==> config.mk <==
export PLATFORM = sky130hd
export DESIGN_NAME = dma_channel_address_setup
export DESIGN_NICKNAME = d
export VERILOG_FILES = /design/src/dma_chan_pkg.sv /design/src/dma_addr_step.sv /design/src/dma_channel_address_setup.sv
export SDC_FILE = /design/constraint.sdc
export NUM_CORES = 1
export LEC_CHECK = 0
export BUFFER_PORTS_ARGS = -buffer_cell sky130_fd_sc_hd__buf_2
export CORE_MARGIN = 2
export CORE_UTILIZATION = 32
export CTS_BUF_LIST = sky130_fd_sc_hd__clkbuf_16
export DETAILED_ROUTE_END_ITERATION = 16
export SETUP_SLACK_MARGIN = 0.02
export SLEW_MARGIN = 30
export SYNTH_ARGS = -nofsm -noshare
export SYNTH_HDL_FRONTEND = slang
export SYNTH_SLANG_ARGS = --single-unit
==> constraint.sdc <==
create_clock -name clk -period 2.7 [get_ports clk]
set_input_delay 0.27 -clock clk [delete_from_list [all_inputs] [get_ports clk]]
set_output_delay 0.27 -clock clk [all_outputs]
set_load 0.005 [all_outputs]
==> src/dma_chan_pkg.sv <==
// Register map, field layout and reset values of the DMA channel address block
package dma_chan_pkg;
    localparam int          ADDR_BITS         = 24;
    localparam logic [7:0]  OFF_ENABLE        = 8'h00;
    localparam logic [7:0]  OFF_MEM_CUR       = 8'h04;
    localparam logic [7:0]  OFF_MEM_LIMIT     = 8'h08;
    localparam logic [7:0]  OFF_MASTER_ADDR   = 8'h0c;
    localparam logic [7:0]  OFF_CONTROL       = 8'h10;
    localparam logic [7:0]  OFF_IRQ_STATUS    = 8'h14;
    localparam logic [7:0]  OFF_IRQ_MASK      = 8'h18;
    localparam logic [7:0]  OFF_GLOBAL        = 8'h1c;
    localparam int          BIT_CHAN_ENABLE   = 0;
    localparam int          BIT_GLOBAL_ENABLE = 0;
    localparam int          BIT_MEM_INC       = 0;
    localparam int          BIT_MASTER_INC    = 1;
    localparam int          BIT_DONE          = 0;
    localparam int          SIZE_LSB          = 4;
    localparam int          SIZE_MSB          = 6;
    localparam logic [31:0] RESET_ADDR        = 32'h0000_0000;
    localparam logic [2:0]  RESET_SIZE        = 3'h1;
    localparam logic [31:0] IMPL_MASK         = 32'h00ff_ffff;

    typedef enum logic [1:0] {
        CH_IDLE   = 2'b00,
        CH_ACTIVE = 2'b01,
        CH_DONE   = 2'b11
    } chan_state_type;
endpackage

==> src/dma_addr_step.sv <==
// Address advance unit: adds the packet size to an address when enabled
`timescale 1ns/1ps
`default_nettype none
module dma_addr_step
    import dma_chan_pkg::*;
(
    input  wire logic [ADDR_BITS-1:0] addrIn,
    input  wire logic [2:0]           sizeIn,
    input  wire logic                 stepEn,
    output logic      [ADDR_BITS-1:0] addrOut
);
    always_comb begin
        if (stepEn) begin
            addrOut = ADDR_BITS'(addrIn + ADDR_BITS'(sizeIn));
        end else begin
            addrOut = addrIn;
        end
    end
endmodule
`default_nettype wire

==> src/dma_channel_address_setup.sv <==
// DMA channel enable, memory/master address tracking, limit check and APB registers
// Behaviour
// - Channel enable bit 0 gates channel
// - Operate only with channel and global enable
// - Memory address advances by size per packet
// - Memory address drives the slave side
// - Current equals limit ends transfer, sets done
// - Limit applies only with memory increment on
// - Master address drives the flow-control master
// - Master address advances by size per packet
// - Address registers hold only bus-width bits
// - Global enable clear disables every channel
//
// Chosen here: register access over APB.
`timescale 1ns/1ps
`default_nettype none
module dma_channel_address_setup
    import dma_chan_pkg::*;
(
    input  wire logic        clk,
    input  wire logic        reset_n,
    input  wire logic        psel,
    input  wire logic        penable,
    input  wire logic        pwrite,
    input  wire logic [7:0]  paddr,
    input  wire logic [31:0] pwdata,
    output logic      [31:0] prdata,
    output logic             pready,
    output logic             pslverr,
    input  wire logic        packetDone,
    output logic             channelActive,
    output logic             transferDone,
    output logic      [31:0] slaveAddr,
    output logic      [31:0] masterAddr,
    output logic             irq
);
    logic                 chanEnable_q;
    logic                 globalEnable_q;
    logic                 memInc_q;
    logic                 masterInc_q;
    logic [2:0]           size_q;
    logic [ADDR_BITS-1:0] memCur_q;
    logic [ADDR_BITS-1:0] memLimit_q;
    logic [ADDR_BITS-1:0] master_q;
    logic [ADDR_BITS-1:0] memNext;
    logic [ADDR_BITS-1:0] masterNext;
    logic                 status_q;
    logic                 mask_q;
    logic                 pktSync1_q;
    logic                 pktSync2_q;
    logic                 pktSync3_q;
    logic                 pktLevel_q;
    logic                 pktEvent;
    logic                 run;
    logic                 limitHit;
    logic                 doneEvent;
    logic                 wrStb;
    logic                 rdStb;
    chan_state_type       state_q;
    chan_state_type       state_d;

    function automatic logic hit(input logic [7:0] a, input logic [7:0] off);
        hit = (a == off);
    endfunction

    function automatic logic mapped(input logic [7:0] a);
        mapped = hit(a, OFF_ENABLE) || hit(a, OFF_MEM_CUR) || hit(a, OFF_MEM_LIMIT)
              || hit(a, OFF_MASTER_ADDR) || hit(a, OFF_CONTROL)
              || hit(a, OFF_IRQ_STATUS) || hit(a, OFF_IRQ_MASK) || hit(a, OFF_GLOBAL);
    endfunction

    // Setup phase gives zero-wait access
    assign wrStb = psel && penable && pwrite && pready;
    assign rdStb = psel && !penable && !pwrite;

    // Packet-done from outside; a rise counts once stages two and three agree
    always_ff @(posedge clk or negedge reset_n) begin
        if (!reset_n) begin
            pktSync1_q <= 1'b0;
            pktSync2_q <= 1'b0;
            pktSync3_q <= 1'b0;
            pktLevel_q <= 1'b0;
        end else begin
            pktSync1_q <= packetDone;
            pktSync2_q <= pktSync1_q;
            pktSync3_q <= pktSync2_q;
            if (pktSync2_q == pktSync3_q) begin
                pktLevel_q <= pktSync3_q;
            end
        end
    end
    assign pktEvent = pktSync2_q && pktSync3_q && !pktLevel_q && (state_q == CH_ACTIVE);

    assign run      = chanEnable_q && globalEnable_q;
    assign limitHit = memInc_q && (memCur_q == memLimit_q);
    // Only a running channel finishes; a same-cycle disable wins over done
    assign doneEvent = (state_q == CH_ACTIVE) && run && limitHit;

    always_comb begin
        state_d = state_q;
        case (state_q)
            CH_IDLE: begin
                if (run) begin
                    state_d = CH_ACTIVE;
                end
            end
            CH_ACTIVE: begin
                if (!run) begin
                    state_d = CH_IDLE;
                end else if (limitHit) begin
                    state_d = CH_DONE;
                end
            end
            CH_DONE: begin
                if (!run) begin
                    state_d = CH_IDLE;
                end
            end
            default: state_d = CH_IDLE;
        endcase
    end

    always_ff @(posedge clk or negedge reset_n) begin
        if (!reset_n) begin
            state_q <= CH_IDLE;
        end else begin
            state_q <= state_d;
        end
    end

    always_ff @(posedge clk or negedge reset_n) begin
        if (!reset_n) begin
            chanEnable_q   <= 1'b0;
            globalEnable_q <= 1'b0;
            memInc_q       <= 1'b0;
            masterInc_q    <= 1'b0;
            size_q         <= RESET_SIZE;
            mask_q         <= 1'b0;
        end else if (wrStb) begin
            if (hit(paddr, OFF_ENABLE)) begin
                chanEnable_q <= pwdata[BIT_CHAN_ENABLE];
            end
            if (hit(paddr, OFF_GLOBAL)) begin
                globalEnable_q <= pwdata[BIT_GLOBAL_ENABLE];
            end
            if (hit(paddr, OFF_CONTROL)) begin
                memInc_q    <= pwdata[BIT_MEM_INC];
                masterInc_q <= pwdata[BIT_MASTER_INC];
                size_q      <= pwdata[SIZE_MSB:SIZE_LSB];
            end
            if (hit(paddr, OFF_IRQ_MASK)) begin
                mask_q <= pwdata[BIT_DONE];
            end
        end
    end

    dma_addr_step u_memStep (
        .addrIn  (memCur_q),
        .sizeIn  (size_q),
        .stepEn  (pktEvent && memInc_q && !limitHit),
        .addrOut (memNext)
    );

    dma_addr_step u_masterStep (
        .addrIn  (master_q),
        .sizeIn  (size_q),
        .stepEn  (pktEvent && masterInc_q && !(memInc_q && limitHit)),
        .addrOut (masterNext)
    );

    // Firmware write wins over a hardware advance in the same cycle
    always_ff @(posedge clk or negedge reset_n) begin
        if (!reset_n) begin
            memCur_q   <= RESET_ADDR[ADDR_BITS-1:0];
            memLimit_q <= RESET_ADDR[ADDR_BITS-1:0];
            master_q   <= RESET_ADDR[ADDR_BITS-1:0];
        end else begin
            if (wrStb && hit(paddr, OFF_MEM_CUR)) begin
                memCur_q <= pwdata[ADDR_BITS-1:0];
            end else begin
                memCur_q <= memNext;
            end
            if (wrStb && hit(paddr, OFF_MEM_LIMIT)) begin
                memLimit_q <= pwdata[ADDR_BITS-1:0];
            end
            if (wrStb && hit(paddr, OFF_MASTER_ADDR)) begin
                master_q <= pwdata[ADDR_BITS-1:0];
            end else begin
                master_q <= masterNext;
            end
        end
    end

    // Done flag: set wins over write-one-to-clear
    always_ff @(posedge clk or negedge reset_n) begin
        if (!reset_n) begin
            status_q <= 1'b0;
        end else if (doneEvent) begin
            status_q <= 1'b1;
        end else if (wrStb && hit(paddr, OFF_IRQ_STATUS) && pwdata[BIT_DONE]) begin
            status_q <= 1'b0;
        end
    end

    always_ff @(posedge clk or negedge reset_n) begin
        if (!reset_n) begin
            prdata  <= 32'h0000_0000;
            pready  <= 1'b0;
            pslverr <= 1'b0;
        end else begin
            pready  <= psel && !penable;
            pslverr <= psel && !penable && !mapped(paddr);
            if (rdStb) begin
                case (paddr)
                    OFF_ENABLE:      prdata <= {31'h0, chanEnable_q};
                    OFF_MEM_CUR:     prdata <= 32'(memCur_q);
                    OFF_MEM_LIMIT:   prdata <= 32'(memLimit_q);
                    OFF_MASTER_ADDR: prdata <= 32'(master_q);
                    OFF_CONTROL:     prdata <= {25'h0, size_q, 2'h0, masterInc_q, memInc_q};
                    OFF_IRQ_STATUS:  prdata <= {31'h0, status_q};
                    OFF_IRQ_MASK:    prdata <= {31'h0, mask_q};
                    OFF_GLOBAL:      prdata <= {31'h0, globalEnable_q};
                    default:         prdata <= 32'h0000_0000;
                endcase
            end
        end
    end

    always_ff @(posedge clk or negedge reset_n) begin
        if (!reset_n) begin
            channelActive <= 1'b0;
            transferDone  <= 1'b0;
            slaveAddr     <= RESET_ADDR;
            masterAddr    <= RESET_ADDR;
            irq           <= 1'b0;
        end else begin
            channelActive <= (state_d == CH_ACTIVE);
            transferDone  <= (state_d == CH_DONE);
            slaveAddr     <= 32'(memNext) & IMPL_MASK;
            masterAddr    <= 32'(masterNext) & IMPL_MASK;
            irq           <= (status_q || doneEvent) && mask_q;
        end
    end

    property p_gate;
        @(posedge clk) disable iff (!reset_n)
        !(chanEnable_q && globalEnable_q) |=> !channelActive;
    endproperty
    a_gate: assert property (p_gate) else $error("channel active while disabled");

    property p_global;
        @(posedge clk) disable iff (!reset_n)
        $fell(globalEnable_q) |-> ##[0:1] !channelActive;
    endproperty
    a_global: assert property (p_global) else $error("global clear left channel on");

    property p_memstep;
        @(posedge clk) disable iff (!reset_n)
        (pktEvent && memInc_q && !limitHit && !(wrStb && hit(paddr, OFF_MEM_CUR)))
            |=> memCur_q == ADDR_BITS'($past(memCur_q) + ADDR_BITS'($past(size_q)));
    endproperty
    a_memstep: assert property (p_memstep) else $error("memory address did not step");

    property p_mstep;
        @(posedge clk) disable iff (!reset_n)
        (pktEvent && masterInc_q && !limitHit && !(wrStb && hit(paddr, OFF_MASTER_ADDR)))
            |=> master_q == ADDR_BITS'($past(master_q) + ADDR_BITS'($past(size_q)));
    endproperty
    a_mstep: assert property (p_mstep) else $error("master address did not step");

    property p_done;
        @(posedge clk) disable iff (!reset_n)
        doneEvent |=> status_q && transferDone && !channelActive;
    endproperty
    a_done: assert property (p_done) else $error("limit hit without done");

    property p_nolimit;
        @(posedge clk) disable iff (!reset_n)
        !memInc_q && state_q == CH_ACTIVE && run |=> state_q == CH_ACTIVE;
    endproperty
    a_nolimit: assert property (p_nolimit) else $error("limit ended non-increment transfer");

    property p_width;
        @(posedge clk) disable iff (!reset_n)
        slaveAddr[31:ADDR_BITS] == 8'h00 && masterAddr[31:ADDR_BITS] == 8'h00;
    endproperty
    a_width: assert property (p_width) else $error("reserved address bits set");

    property p_readback;
        @(posedge clk) disable iff (!reset_n)
        rdStb && paddr == OFF_MEM_CUR |=> prdata == 32'($past(memCur_q));
    endproperty
    a_readback: assert property (p_readback) else $error("stale memory address read");

    property p_slave;
        @(posedge clk) disable iff (!reset_n)
        ##1 slaveAddr == 32'($past(memNext));
    endproperty
    a_slave: assert property (p_slave) else $error("slave address mismatch");

    property p_irq;
        @(posedge clk) disable iff (!reset_n)
        status_q && mask_q |=> irq;
    endproperty
    a_irq: assert property (p_irq) else $error("unmasked done without interrupt");
endmodule
`default_nettype wire

==> impl_metrics.csv <==
group,metric,value,unit
outcome,status,"complete, no violations",
final_layout,fin_cells,1244,
global_route,antenna_found_initial,3,
placed_design,place_congestion,0.8306,
placed_design,post-place-ws,0.07581,ns
sta,finalWorstSetupSlack,0.07706,ns
pwr,p_leak,4.186,nW
critical_path,cp.arrival,2.94,ns
clock_network,cts_max_level,4,
clock_network,cts_tree,"yes",
synth,synthFlopType,"dfrtp_1",
drt,drt_iter0_markers,574,
drt,via_count,6510,
sta,fin_crit_sh,97.15,%
synth,synth_cell_type_count,55,
clock_network,numCtsBuffers,17,
pwr,swShare,23.77,%
synth,syn_area_per_cell,10.52,µm²
clock_network,post_cts_buffers,0,
placed_design,dp.cells,1207,
critical_path,worstPathCellList,"ha_1 -> fa_1 -> a21oi_1 -> nor2b_1 -> nand2_1 -> a2111oi_1 -> buf_4 -> xor2_1 -> mux2_2",
clock_network,cts.sinks,164,
placed_design,io_buffer_count,114,
global_route,grt_pass1_vias,6186,
final_layout,syn2layout_area_growth,20.42,%
drt,antenna_left,0,
pwr,clkPwrFrac,46.1,%
clock_network,clock_latency,0.43,ns
sta,rsz0062_at_grt,"true",
sta,worst_pin_slew,0.6329,ns
placed_design,placed_cell_area,9138,µm²
pwr,switching_power,1.186,mW
global_route,overflow,0,
sta,relSlewSlack,57.81,%
clock_network,cts-root-buf,"clkbuf_16",
floorplan,dieArea,26540,µm²
pwr,power.total,4.991,mW
synth,synth_edf_count,0,
drt,wl,23.39,mm
floorplan,dieWidth,162.9,µm
critical_path,worstPathMaxFanout,4,
synth,ys.warnings.count,0,
pwr,p_int,3.804,mW
synth,synthTopCellsByArea,"dfrtp_1, mux2_2, nand2_1",
final_layout,drive_gt1_share,28.40,%
synth,yosys-top-cells-count,"dfrtp_1, nand2_1, mux2_2, nor2_1, o21ai_0",
critical_path,critPathCaptureType,"register",
floorplan,die_h,162.9,µm
pwr,combPwrFrac,4.1,%
synth,synthArstFlopShare,100.0,%
pwr,ir_drop,345.6,µV
critical_path,slowest_delay,0.57,ns
sta,skew,0.009959,ns
sta,period_minus_slack,2.623,ns
drt,drt-wirelength-per-cell,18.80,µm
sta,drv_slew,0,
placed_design,hpwlAfterDp,16.89,mm
synth,syn_area,8080,µm²
pwr,p_per_area,512.9,nW/µm²
drt,route.detailed.drc,0,
synth,netlist_instances,768,
clock_network,clockBufferDepth,2,
critical_path,r2r_slack,0.08,ns
global_route,grt_start_max_net_pins,65,
floorplan,core,24960,µm²
sta,setup_viol,0,
hold_path,worstHoldPathType,"input port to register",
critical_path,worstSetupPathType,"register to register",
drt,dr.pass1.iters,5,
critical_path,crit_slowest_cell,"dfstp_2",
global_route,grt_pass1_wl,35.82,mm
floorplan,start_util,32.37,%
sta,hold_viol,0,
final_layout,postLayoutCellArea,9731,µm²
critical_path,worstPathRequired,3.02,ns
global_route,track_usage,18.03,%
pwr,p_seq_share,49.8,%
sta,fmax,381.3,MHz
synth,ys_ff_latch,164,
drt,via_per_inst,5.233,
job,drv_cap,0,
floorplan,pin_count,147,
synth,yosysMostFrequentCell,"dfrtp_1",
synth,synth_top_area_share,50.48,%
synth,synth_top_area_cell,"dfrtp_1",
floorplan,num_rows,58,
synth,ys_seq_area_share,50.81,%
critical_path,startpoint_type,"register",
clock_network,clkTransAtPathRegs,0.06,ns
final_layout,fin_nets,954,
sta,final.setup.tns,0,ns
[metal layers]
layer | up-vias | share of wire [%] | global-route usage [%]
met3 | 25 | 6.5 | 3.845
met2 | 227 | 47 | 28.91
met5 | - | 0.030 | 0
met4 | 2 | 1.4 | 5.109
li1 | 3019 | - | -
met1 | 3237 | 45 | 24.66
[area by class of cell]
| type | count | area (µm²) |
|---|---|---|
| diodes | 2 | 5.005 |
| clock buffers | 17 | 425.4 |
| clock inverters | 15 | 118.9 |
| fillers | 2521 | 15230 |
| inverters | 7 | 26.28 |
| multi-input cells | 553 | 3677 |
| flip-flops and latches | 164 | 4105 |
| well taps | 330 | 412.9 |
| repair buffers | 156 | 959.7 |
[worst max-delay path, delay by kind of cell, from the launching register on]
kind / cells / cell delay (ns)
xor+xnor: 1 / 0.07
fa+ha+maj: 2 / 0.41
flops: 1 / 0.57
compound gates: 2 / 0.51
simple gates: 2 / 0.47
mux: 1 / 0.26
buf+inv: 1 / 0.19
[state kept, by name (all words and copies together), names as in the netlist, 2 cells and up]
register	count
memLimit_q	24
master_q	24
prdata	24
size_q	3
state_q	2
memCur_q	24
slaveAddr	24
masterAddr	24
[power groups by stage]
stage,logic (mW),clock network [mW],registers (mW)
floorplan,0.101,0,2.53
global placement,0.204,0,2.53
detailed placement,0.206,0,2.53
CTS,0.208,2.35,2.49
global route,0.232,2.46,2.49
finish,0.206,2.30,2.49
[cell usage in the layout (no fill, tap or decap), types with 19 or more instances in the layout]
cell type / Yosys / routed
dfrtp_1: 163 / 163
buf_2: 9 / 113
nand2_1: 88 / 87
mux2_2: 68 / 68
nor2_1: 39 / 39
o21ai_0: 36 / 36
buf_4: 27 / 35
xnor2_1: 29 / 29
a31oi_1: 29 / 29
nand3_1: 28 / 28
conb_1: 1 / 24
or4_1: 20 / 20
a22oi_1: 19 / 19
[final timing paths]
kind,start,end,cells past startpoint
setup / recovery,size_q[0]$_DFFE_PN1P_,master_q[18]$_DFF_PN0_,9
hold / removal,penable,pready$_DFF_PN0_,2
setup reg to reg,size_q[0]$_DFFE_PN1P_,master_q[18]$_DFF_PN0_,9
hold reg to reg,pktSync1_q$_DFF_PN0_,pktSync2_q$_DFF_PN0_,0
max in group asynchronous,reset_n,masterAddr[12]$_DFF_PN0_,3
min in group asynchronous,reset_n,prdata[5]$_DFFE_PN0P_,2
[timing repair]
action,CTS,global route
endpoints found under the setup margin,0,2
gates resized for setup,0,2
endpoints found under the hold margin,61,0
hold buffers,2,0
[cells by family after synthesis]
kind of cell    after synthesis  synth area share (%)
other cells                   1               0.04641
mux                          70                 9.724
buf+inv                      74                 4.831
xor+xnor                     41                 4.444
flops                       164                 50.81
fa+ha+maj                     9                 1.579
simple gates                258                 16.54
compound gates              151                 12.03
[through the flow]
step / utilization (%) / hold slack, ns
2_1_floorplan: - / -0.02559
3_3_place_gp: 36.60 / 0.3227
3_5_place_dp: 36.60 / 0.3212
4_1_cts: 38.86 / 0.01895
5_1_grt: 38.97 / 0.03808
6_report: 38.98 / 0.03189
Power figures use the tool's default switching activity.
